`src/timer_regs.svh`:
```
// register map, field positions, reset values and timing counts of the auto-reload timer
// assumes a 32-bit classic wishbone slave, one register per aligned word, byte address = index * 4
`ifndef TIMER_REGS_SVH
`define TIMER_REGS_SVH

// register indices; the byte address is four times the index
`define IDX_TIMER_CONTROL    10'h091
`define IDX_RELOAD_LOW       10'h092
`define IDX_RELOAD_HIGH      10'h093
`define IDX_COUNT_LOW        10'h094
`define IDX_COUNT_HIGH       10'h095
`define IDX_CLOCK_CONTROL    10'h08E
`define IDX_EXT_IRQ_ENABLE   10'h0E6
`define IDX_IRQ_STATUS       10'h0A0
`define IDX_IRQ_MASK         10'h0A1

// timer_control_reg fields
`define CTRL_HIGH_FLAG       7
`define CTRL_LOW_FLAG        6
`define CTRL_LOW_IRQ_EN      5
`define CTRL_SPLIT           3
`define CTRL_RUN             2
`define CTRL_EXT_SEL         0

// clock_control_reg fields
`define CKC_LOW_SEL          0
`define CKC_HIGH_SEL         1

// ext_irq_enable_reg field
`define EIE_TIMER            7

// irq status / mask fields
`define IST_HIGH             0
`define IST_LOW              1

// values
`define BYTE_ZERO            8'h00
`define BYTE_ONE             8'h01
`define BYTE_MAX             8'hFF
`define WORD_ZERO            32'h0000_0000
`define IST_ZERO             2'h0

// prescalers
`define DIV_SYS_LAST         4'hB
`define DIV_SYS_ONE          4'h1
`define DIV_SYS_ZERO         4'h0
`define DIV_EXT_LAST         3'h7
`define DIV_EXT_ONE          3'h1
`define DIV_EXT_ZERO         3'h0

`endif
```
`src/timer_pkg.sv`:
```
// types shared by the timer files
// assumes nothing beyond a systemverilog compiler
`default_nettype none

package timer_pkg;
  typedef logic [7:0] byte_t;
  typedef enum logic {
    MODE_WORD  = 1'b0,
    MODE_SPLIT = 1'b1
  } count_mode_e;
endpackage

`default_nettype wire

```
`src/tick_if.sv`:
```
// prescaled count enables passed from the tick generator to the timer core
// assumes both ends run on the same system clock
`default_nettype none

interface tick_if;
  logic tick_div12;
  logic tick_ext8;
  modport src (output tick_div12, output tick_ext8);
  modport snk (input tick_div12, input tick_ext8);
endinterface

`default_nettype wire

```
`src/autoreload_timer.sv`:
```
// 16-bit auto-reload timer with split 8-bit mode and a classic wishbone register slave
// assumes one system clock; ext_clk_in is a plain input sampled on clock_in
// Function
// count is 16 bits held in separately addressed low and high byte registers
// split bit clear: one 16-bit counter with auto-reload
// count source: system clock, system clock / 12, or synchronized external clock / 8
// 16-bit wrap from all ones loads both reload bytes and sets high flag
// timer interrupt enable makes every 16-bit overflow request an interrupt
// in 16-bit mode, low-byte irq enable also interrupts on each low wrap
// split mode: two 8-bit counters, each reloading from its own reload byte
// split mode: run bit gates only the high byte; low byte always counts
// per-byte select 1 uses system clock, else external select picks /12 or /8
// split mode: each byte wrap from 0xFF sets that byte's overflow flag
// split mode: high wraps always interrupt, low wraps when low irq enable set; the code also needs timer_ie_q set for both
// overflow flags stay set until software writes them clear
// software reads both flags to find which byte interrupted
// low flag sets on every low-byte wrap in either mode
// count and reload bytes are readable and writable at any time
`include "timer_regs.svh"
`default_nettype none

module autoreload_timer (
  // clock and reset
  input  wire logic        clock_in,
  input  wire logic        reset_in,
  // wishbone slave
  input  wire logic        wb_cyc_in,
  input  wire logic        wb_stb_in,
  input  wire logic        wb_we_in,
  input  wire logic [11:0] wb_adr_in,
  input  wire logic [3:0]  wb_sel_in,
  input  wire logic [31:0] wb_dat_in,
  output logic      [31:0] wb_dat_out,
  output logic             wb_ack_out,
  // external oscillator
  input  wire logic        ext_clk_in,
  // interrupt
  output logic             irq_out
);
  tick_if ticks ();

  clk_tick_gen clk_tick_gen_i (
    .clock_in   (clock_in),
    .reset_in   (reset_in),
    .ext_clk_in (ext_clk_in),
    .ticks      (ticks.src)
  );

  timer_pkg::byte_t       count_low_q;
  timer_pkg::byte_t       count_high_q;
  timer_pkg::byte_t       reload_low_q;
  timer_pkg::byte_t       reload_high_q;
  timer_pkg::byte_t       count_low_d;
  timer_pkg::byte_t       count_high_d;
  logic                   high_flag_q;
  logic                   low_flag_q;
  logic                   low_irq_en_q;
  logic                   split_q;
  logic                   run_q;
  logic                   ext_sel_q;
  logic                   low_clk_sel_q;
  logic                   high_clk_sel_q;
  logic                   timer_ie_q;
  logic [1:0]             irq_status_q;
  logic [1:0]             irq_mask_q;
  logic                   ack_q;
  logic [31:0]            dat_q;
  logic                   irq_q;
  timer_pkg::count_mode_e mode;

  // bus decode: the access completes on the edge where ack is high
  wire        access    = wb_cyc_in & wb_stb_in & ack_q;
  wire        wr        = access & wb_we_in & wb_sel_in[0];
  wire        rd        = access & ~wb_we_in;
  wire [9:0]  idx       = wb_adr_in[11:2];
  wire [7:0]  wdat      = wb_dat_in[7:0];
  wire        hit_ctrl  = (idx == `IDX_TIMER_CONTROL);
  wire        hit_rll   = (idx == `IDX_RELOAD_LOW);
  wire        hit_rlh   = (idx == `IDX_RELOAD_HIGH);
  wire        hit_cl    = (idx == `IDX_COUNT_LOW);
  wire        hit_ch    = (idx == `IDX_COUNT_HIGH);
  wire        hit_ckc   = (idx == `IDX_CLOCK_CONTROL);
  wire        hit_eie   = (idx == `IDX_EXT_IRQ_ENABLE);
  wire        hit_ist   = (idx == `IDX_IRQ_STATUS);
  wire        hit_imask = (idx == `IDX_IRQ_MASK);
  wire        wr_ctrl   = wr & hit_ctrl;
  wire        wr_cl     = wr & hit_cl;
  wire        wr_ch     = wr & hit_ch;
  wire        rd_ist    = rd & hit_ist;

  assign mode = timer_pkg::count_mode_e'(split_q);
  wire split = (mode == timer_pkg::MODE_SPLIT);

  // per-byte source; in 16-bit mode the whole word follows the low-byte select
  wire slow_tick = ext_sel_q ? ticks.tick_ext8 : ticks.tick_div12;
  wire tick_low  = low_clk_sel_q | slow_tick;
  wire tick_high = high_clk_sel_q | slow_tick;

  // low byte free-runs in split mode; run gates the high byte or the word
  wire adv_low   = split ? tick_low : (run_q & tick_low);
  wire adv_high  = run_q & tick_high;
  wire wrap_low  = adv_low & (count_low_q == `BYTE_MAX);
  wire wrap_word = ~split & wrap_low & (count_high_q == `BYTE_MAX);
  wire wrap_high = split ? (adv_high & (count_high_q == `BYTE_MAX)) : wrap_word;

  // software writes win over counting
  always_comb begin
    if (wr_cl) begin
      count_low_d = wdat;
    end else if (!adv_low) begin
      count_low_d = count_low_q;
    end else if (!wrap_low) begin
      count_low_d = count_low_q + `BYTE_ONE;
    end else if (split || wrap_word) begin
      count_low_d = reload_low_q;
    end else begin
      count_low_d = `BYTE_ZERO;
    end
  end

  always_comb begin
    if (wr_ch) begin
      count_high_d = wdat;
    end else if (split) begin
      if (!adv_high) begin
        count_high_d = count_high_q;
      end else if (wrap_high) begin
        count_high_d = reload_high_q;
      end else begin
        count_high_d = count_high_q + `BYTE_ONE;
      end
    end else if (!wrap_low) begin
      count_high_d = count_high_q;
    end else if (wrap_word) begin
      count_high_d = reload_high_q;
    end else begin
      count_high_d = count_high_q + `BYTE_ONE;
    end
  end

  // hardware set wins over a software clear in the same cycle
  wire high_flag_d = (wr_ctrl ? wdat[`CTRL_HIGH_FLAG] : high_flag_q) | wrap_high;
  wire low_flag_d  = (wr_ctrl ? wdat[`CTRL_LOW_FLAG] : low_flag_q) | wrap_low;
  wire [1:0] irq_status_d = (rd_ist ? `IST_ZERO : irq_status_q) | {wrap_low, wrap_high};

  // flags alone drive the documented request; status/mask adds a second path
  wire irq_d = (timer_ie_q & (high_flag_q | (low_irq_en_q & low_flag_q)))
             | (|(irq_status_q & irq_mask_q));

  wire [7:0] ctrl_rd = {high_flag_q, low_flag_q, low_irq_en_q, 1'b0, split_q, run_q, 1'b0, ext_sel_q};
  wire [31:0] rdata =
    hit_ctrl  ? {24'h000000, ctrl_rd} :
    hit_rll   ? {24'h000000, reload_low_q} :
    hit_rlh   ? {24'h000000, reload_high_q} :
    hit_cl    ? {24'h000000, count_low_q} :
    hit_ch    ? {24'h000000, count_high_q} :
    hit_ckc   ? {30'h0, high_clk_sel_q, low_clk_sel_q} :
    hit_eie   ? {24'h000000, timer_ie_q, 7'h00} :
    hit_ist   ? {30'h0, irq_status_q} :
    hit_imask ? {30'h0, irq_mask_q} : `WORD_ZERO;

  always_ff @(posedge clock_in or posedge reset_in) begin
    if (reset_in) begin
      count_low_q  <= `BYTE_ZERO;
      count_high_q <= `BYTE_ZERO;
      high_flag_q  <= 1'b0;
      low_flag_q   <= 1'b0;
      irq_status_q <= `IST_ZERO;
    end else begin
      count_low_q  <= count_low_d;
      count_high_q <= count_high_d;
      high_flag_q  <= high_flag_d;
      low_flag_q   <= low_flag_d;
      irq_status_q <= irq_status_d;
    end
  end

  always_ff @(posedge clock_in or posedge reset_in) begin
    if (reset_in) begin
      reload_low_q  <= `BYTE_ZERO;
      reload_high_q <= `BYTE_ZERO;
    end else begin
      if (wr && hit_rll) reload_low_q <= wdat;
      if (wr && hit_rlh) reload_high_q <= wdat;
    end
  end

  always_ff @(posedge clock_in or posedge reset_in) begin
    if (reset_in) begin
      low_irq_en_q <= 1'b0;
      split_q      <= 1'b0;
      run_q        <= 1'b0;
      ext_sel_q    <= 1'b0;
    end else if (wr_ctrl) begin
      low_irq_en_q <= wdat[`CTRL_LOW_IRQ_EN];
      split_q      <= wdat[`CTRL_SPLIT];
      run_q        <= wdat[`CTRL_RUN];
      ext_sel_q    <= wdat[`CTRL_EXT_SEL];
    end
  end

  always_ff @(posedge clock_in or posedge reset_in) begin
    if (reset_in) begin
      low_clk_sel_q  <= 1'b0;
      high_clk_sel_q <= 1'b0;
      timer_ie_q     <= 1'b0;
      irq_mask_q     <= `IST_ZERO;
    end else begin
      if (wr && hit_ckc) low_clk_sel_q <= wdat[`CKC_LOW_SEL];
      if (wr && hit_ckc) high_clk_sel_q <= wdat[`CKC_HIGH_SEL];
      if (wr && hit_eie) timer_ie_q <= wdat[`EIE_TIMER];
      if (wr && hit_imask) irq_mask_q <= wdat[1:0];
    end
  end

  // ack one cycle after the request, dropped the cycle after
  always_ff @(posedge clock_in or posedge reset_in) begin
    if (reset_in) begin
      ack_q <= 1'b0;
      dat_q <= `WORD_ZERO;
      irq_q <= 1'b0;
    end else begin
      ack_q <= wb_cyc_in & wb_stb_in & ~ack_q;
      dat_q <= (wb_cyc_in & wb_stb_in & ~ack_q) ? rdata : dat_q;
      irq_q <= irq_d;
    end
  end

  assign wb_ack_out = ack_q;
  assign wb_dat_out = dat_q;
  assign irq_out    = irq_q;

  property p_byte_write;
    @(posedge clock_in) disable iff (reset_in)
    (wr_cl && !wrap_low && !(split && adv_high)) |=>
      (count_low_q == $past(wdat)) && (count_high_q == $past(count_high_q));
  endproperty
  a_byte_write: assert property (p_byte_write)
    else $error("low count write not taken alone");

  property p_word_inc;
    @(posedge clock_in) disable iff (reset_in)
    (!split && adv_low && !wrap_low && !wr_cl && !wr_ch) |=>
      ({count_high_q, count_low_q} == $past({count_high_q, count_low_q}) + 16'h0001);
  endproperty
  a_word_inc: assert property (p_word_inc)
    else $error("16-bit count did not advance by one");

  property p_word_reload;
    @(posedge clock_in) disable iff (reset_in)
    (wrap_word && !wr_cl && !wr_ch) |=>
      (count_low_q == $past(reload_low_q)) && (count_high_q == $past(reload_high_q)) && high_flag_q;
  endproperty
  a_word_reload: assert property (p_word_reload)
    else $error("16-bit overflow did not reload and flag");

  property p_irq_high;
    @(posedge clock_in) disable iff (reset_in)
    (timer_ie_q && high_flag_q) |=> irq_out;
  endproperty
  a_irq_high: assert property (p_irq_high)
    else $error("high overflow with interrupt enabled gave no interrupt");

  property p_irq_low;
    @(posedge clock_in) disable iff (reset_in)
    (timer_ie_q && low_irq_en_q && low_flag_q) |=> irq_out;
  endproperty
  a_irq_low: assert property (p_irq_low)
    else $error("low overflow with both enables gave no interrupt");

  property p_split_low_reload;
    @(posedge clock_in) disable iff (reset_in)
    (split && wrap_low && !wr_cl) |=> (count_low_q == $past(reload_low_q)) && low_flag_q;
  endproperty
  a_split_low_reload: assert property (p_split_low_reload)
    else $error("split low byte did not reload from its reload byte");

  property p_split_high_hold;
    @(posedge clock_in) disable iff (reset_in)
    (split && !run_q && !wr_ch) |=> $stable(count_high_q);
  endproperty
  a_split_high_hold: assert property (p_split_high_hold)
    else $error("split high byte moved while stopped");

  property p_split_high_fast;
    @(posedge clock_in) disable iff (reset_in)
    (split && run_q && high_clk_sel_q && !wr_ch && count_high_q != `BYTE_MAX) |=>
      (count_high_q == $past(count_high_q) + `BYTE_ONE);
  endproperty
  a_split_high_fast: assert property (p_split_high_fast)
    else $error("high byte on system clock did not count every cycle");

  property p_split_high_flag;
    @(posedge clock_in) disable iff (reset_in)
    (split && wrap_high) |=> high_flag_q;
  endproperty
  a_split_high_flag: assert property (p_split_high_flag)
    else $error("split high wrap did not set high flag");

  property p_flag_sticky;
    @(posedge clock_in) disable iff (reset_in)
    (high_flag_q && !wr_ctrl) |=> high_flag_q;
  endproperty
  a_flag_sticky: assert property (p_flag_sticky)
    else $error("high flag cleared without a software write");

  property p_word_low_flag;
    @(posedge clock_in) disable iff (reset_in)
    (!split && wrap_low) |=> low_flag_q;
  endproperty
  a_word_low_flag: assert property (p_word_low_flag)
    else $error("low wrap in 16-bit mode did not set low flag");

endmodule

`default_nettype wire

```
`src/clk_tick_gen.sv`:
```
// one-cycle count enables: system clock / 12 and external clock / 8
// assumes ext_clk_in is far slower than clock_in (under half its rate)
`include "timer_regs.svh"
`default_nettype none

module clk_tick_gen (
  // clock and reset
  input  wire logic clock_in,
  input  wire logic reset_in,
  // external oscillator
  input  wire logic ext_clk_in,
  // enables
  tick_if.src       ticks
);
  logic [3:0] sys_cnt_q;
  logic [2:0] ext_cnt_q;
  logic       sync1_q;
  logic       sync2_q;
  logic       sync3_q;
  logic       div12_q;
  logic       ext8_q;
  wire        sys_last = (sys_cnt_q == `DIV_SYS_LAST);
  wire        ext_rise = sync2_q & ~sync3_q;
  wire        ext_last = ext_rise & (ext_cnt_q == `DIV_EXT_LAST);

  // external edges are brought onto the system clock before counting
  always_ff @(posedge clock_in or posedge reset_in) begin
    if (reset_in) begin
      sync1_q <= 1'b0;
      sync2_q <= 1'b0;
      sync3_q <= 1'b0;
    end else begin
      sync1_q <= ext_clk_in;
      sync2_q <= sync1_q;
      sync3_q <= sync2_q;
    end
  end

  always_ff @(posedge clock_in or posedge reset_in) begin
    if (reset_in) begin
      sys_cnt_q <= `DIV_SYS_ZERO;
      ext_cnt_q <= `DIV_EXT_ZERO;
      div12_q   <= 1'b0;
      ext8_q    <= 1'b0;
    end else begin
      sys_cnt_q <= sys_last ? `DIV_SYS_ZERO : sys_cnt_q + `DIV_SYS_ONE;
      ext_cnt_q <= ext_rise ? ext_cnt_q + `DIV_EXT_ONE : ext_cnt_q;
      div12_q   <= sys_last;
      ext8_q    <= ext_last;
    end
  end

  assign ticks.tick_div12 = div12_q;
  assign ticks.tick_ext8  = ext8_q;

  property p_div12_period;
    @(posedge clock_in) disable iff (reset_in)
    div12_q |-> ##1 (!div12_q) [*8] ##1 (!div12_q) [*3] ##1 div12_q;
  endproperty
  a_div12_period: assert property (p_div12_period)
    else $error("system clock divide by 12 tick period wrong");

  property p_ext8_spacing;
    @(posedge clock_in) disable iff (reset_in)
    ext8_q |=> !ext8_q;
  endproperty
  a_ext8_spacing: assert property (p_ext8_spacing)
    else $error("external divide by 8 tick lasted more than one cycle");

endmodule

`default_nettype wire

```
`config.mk`:
```
export PLATFORM = sky130hd
export DESIGN_NAME = autoreload_timer
export DESIGN_NICKNAME = d
export VERILOG_FILES = /design/src/timer_pkg.sv /design/src/tick_if.sv /design/src/autoreload_timer.sv /design/src/clk_tick_gen.sv
export VERILOG_INCLUDE_DIRS = /design/src /design/src/src
export SDC_FILE = /design/constraint.sdc
export NUM_CORES = 1
export LEC_CHECK = 0
export ABC_CLOCK_PERIOD_IN_PS = 4500
export BUFFER_PORTS_ARGS = -buffer_cell sky130_fd_sc_hd__buf_2
export CORE_MARGIN = 5
export CORE_UTILIZATION = 45
export CTS_CLUSTER_DIAMETER = 100
export CTS_CLUSTER_SIZE = 8
export DETAILED_ROUTE_END_ITERATION = 16
export PLACE_DENSITY_LB_ADDON = 0.1
export SYNTH_ARGS = -nofsm -noshare
export SYNTH_HDL_FRONTEND = slang
export SYNTH_SLANG_ARGS = --single-unit
```
`constraint.sdc`:
```
create_clock -name clock_in -period 4.5 [get_ports clock_in]
set_input_delay 0.225 -clock clock_in [delete_from_list [all_inputs] [get_ports clock_in]]
set_output_delay 0.225 -clock clock_in [all_outputs]
set_load 0.05 [all_outputs]
```
==> metrics.txt <==
status finished, final reports clean; Buf/Inv on CP 0; crit start category flop; Core Rows 34; yosys warns 0; Req. time, crit path 4.73 ns; Psw 0.370 mW; Slew @ Worst Pin 0.870 ns; Synth area leader dfrtp_1; Worst R2R Path Depth 6; Yosys cell types 74; clock-pin slew on the worst setup and hold paths 0.09 ns; placed cell area 4130 sq um; Vias 3102; gpl congestion 0.860; f_max 435 MHz; H-tree depth 3; Post-CTS Repair Setup Buffers 0; worst-path fanout max 7; Worst path max stage delay 0.57 ns; Sw Ratio 26.4%; die height 104 um; share of layout cells above drive strength 1 19.8%; filler instances 818; NumNets Final 483; number of cells on the critical path 6; total CTS buffers 9; Post-synth ARST share 100%; Yosys reg bits 67; Tot GR Track Use 19.0%; Power Internal 1.03 mW; Clock Tree Buf Depth 2; most frequent cells in the layout dfrtp_1 (67), buf_2 (34), nand2_1 (28); core area 8680 sq um; Post-Synth Simple-Gate Area 17.9%; Clock Sinks 67; global-route wire length before repair 16600 um; largest net degree at the start of global routing 68; Max Slew Vio Count 0; synth-to-layout area growth 10.1%; max-cap viol count 0; FF-to-FF Start count_high_q[0]$_DFFE_PP0P_; mux contribution to synthesized area 12.0%; Post-Layout Inst Area 4380 sq um; num ports 88; LEAKAGE 1.99 nW; Cells after Synth 393; Main synth FF type dfrtp_1; clock share of power 44.6%; most common cell after layout, fill and taps aside dfrtp_1; crit path DAT 2.53 ns; Final Cycle Share 51.0%; R2R Setup Slk 2.20 ns; Synth Area in Compound Gates 17.5%; cell family with most CP delay simple AND/OR/NAND/NOR gates; Initial Util 45.9%; worst rel slew slack 41.9%; Synth area leaders dfrtp_1 (42%), buf_4 (4.9%), mux2_1 (3.7%); residual DRC count 0; Post-Synth XOR/XNOR Area 1.10%; Mapped Avg Cell Area 10.1 sq um; post-synth top area share 42.1%; initial antenna violation count 0; combinational family with the most area after synthesis simple AND/OR/NAND/NOR gates; Setup Skew 0.0190 ns; clk_lat worst skew 0.35 ns; Seq/Total Area, Yosys 42.1%; Die ar. 10800 sq um; grt total ovfl 0; RSZ-0062 raised after global routing false; Pre-antenna DRT Iters 4; vias in the first global route 3025; Hold Fails Final Rpt 0; routed vias/inst 5.78; FF-to-FF End count_high_q[1]$_DFFE_PP0P_; power share of the sequential group 45.0%; CTS tree yes; setup TNS 0 ns; min-delay worst type in -> async; Comb power frac 10.4%; Post-synth EDFFs 0; Root Buffer clkbuf_8; # setup viols final 0; Routed Antenna Nets 0; critical path's slowest cell nor2_1; DR iter-0 viols 171; drt wl/cell 18.7 um; critical-path cell list ha_1 > nand4_1 > nor2_1 > mux2_2 > mux2i_1 > o21ai_1; PortBufs 34; die width 104 um; power density cells 319 nW/um^2; Crit Path Class reg -> reg; minimum clock period 2.30 ns; HPWL after detailed placement 7470 um; WL final 10000 um; Synth Area in Adders 1.57%; synthesized cell area 3980 sq um; Worst setup EP type flop; Peak VDD IR 171 uV; Antenna Cells 0
[worst register-to-register path, cell delays in order (launching register included)]
cell     delay [ns]
dfrtp_1        0.44
ha_1           0.34
nand4_1        0.21
nor2_1         0.57
mux2_2         0.41
mux2i_1        0.14
o21ai_1        0.07
[cell usage after synthesis, drive strengths merged, types with 7 or more instances]
cell / n
inv: 12
nand2: 30
mux2: 31
mux2i: 10
dfrtp: 67
buf: 37
a22o: 9
nand3: 18
and3: 7
nor3: 8
a21oi: 18
nor2: 25
o21ai: 22
[through the flow]
step / total power [mW] / worst slack [ns] / instances / hold slack, ns / utilization [%]
2_1_floorplan: 0.765 / 2.52 / 416 / 0.256 / -
3_3_place_gp: 0.786 / 2.07 / 520 / 0.336 / 47.5
3_5_place_dp: 0.788 / 2.06 / 520 / 0.335 / 47.5
4_1_cts: 1.42 / 2.19 / 537 / 0.136 / 50.5
5_1_grt: 1.46 / 2.07 / 537 / 0.145 / 50.5
6_report: 1.40 / 2.20 / 537 / 0.129 / 50.5
[state kept, by name (all words and copies together), names as in the netlist, 2 cells and up]
register                  count
clk_tick_gen_i.ext_cnt_q      3
clk_tick_gen_i.sys_cnt_q      4
count_high_q                  8
count_low_q                   8
irq_mask_q                    2
irq_status_q                  2
reload_high_q                 8
reload_low_q                  8
wb_dat_out                    8
[how the worst max path moves through the flow]
stage                                      from                          end  slack [ns]
floorplan                  wb_ack_out$_DFF_PP0_  count_high_q[4]$_DFFE_PP0P_        2.52
global placement                   wb_adr_in[2]        ext_sel_q$_DFFE_PP0P_        2.07
detailed placement                 wb_adr_in[2]        ext_sel_q$_DFFE_PP0P_        2.06
CTS                 count_high_q[0]$_DFFE_PP0P_  count_high_q[1]$_DFFE_PP0P_        2.19
global route        count_high_q[0]$_DFFE_PP0P_  count_high_q[1]$_DFFE_PP0P_        2.07
finish              count_high_q[0]$_DFFE_PP0P_  count_high_q[1]$_DFFE_PP0P_        2.20
[repair_timing]
action,CTS,global route
gates resized for setup,0,0
hold buffers,1,0
hold endpoints to repair,1,0
setup endpoints to repair,0,0
[logic make-up after synthesis]
kind of cell | after synthesis
adder cells (fa/ha/maj) | 5
buffers and inverters | 52
XOR/XNOR | 5
other | 1
flip-flops | 67
AND/OR/NAND/NOR | 124
AO/OA/AOI/OAI | 98
multiplexers | 41
[power by group through the flow]
stage	combinational [mW]	sequential [mW]	clock, mW
floorplan	0.118	0.647	0
global placement	0.144	0.641	0
detailed placement	0.146	0.642	0
CTS	0.147	0.631	0.640
global route	0.161	0.633	0.669
finish	0.146	0.630	0.624
[routing by layer]
layer / GRT usage, % / part of all wire (%) / up-vias
met5: 0 / 0 / -
met4: 6.66 / 1.8 / 0
met3: 4.16 / 5.3 / 17
met2: 29.3 / 48 / 92
met1: 26.3 / 45 / 1519
li1: - / - / 1474
[final cells by class]
class	count	area [sq um]	area share (%)
clock buffers	9	124	2.83
flip-flops and latches	67	1680	38.2
clock inverters	7	125	2.85
inverters	12	45.0	1.03
repair buffers	37	195	4.45
well taps	108	135	3.08
multi-input cells	297	2080	47.5
(Power assumes the default switching activity.)
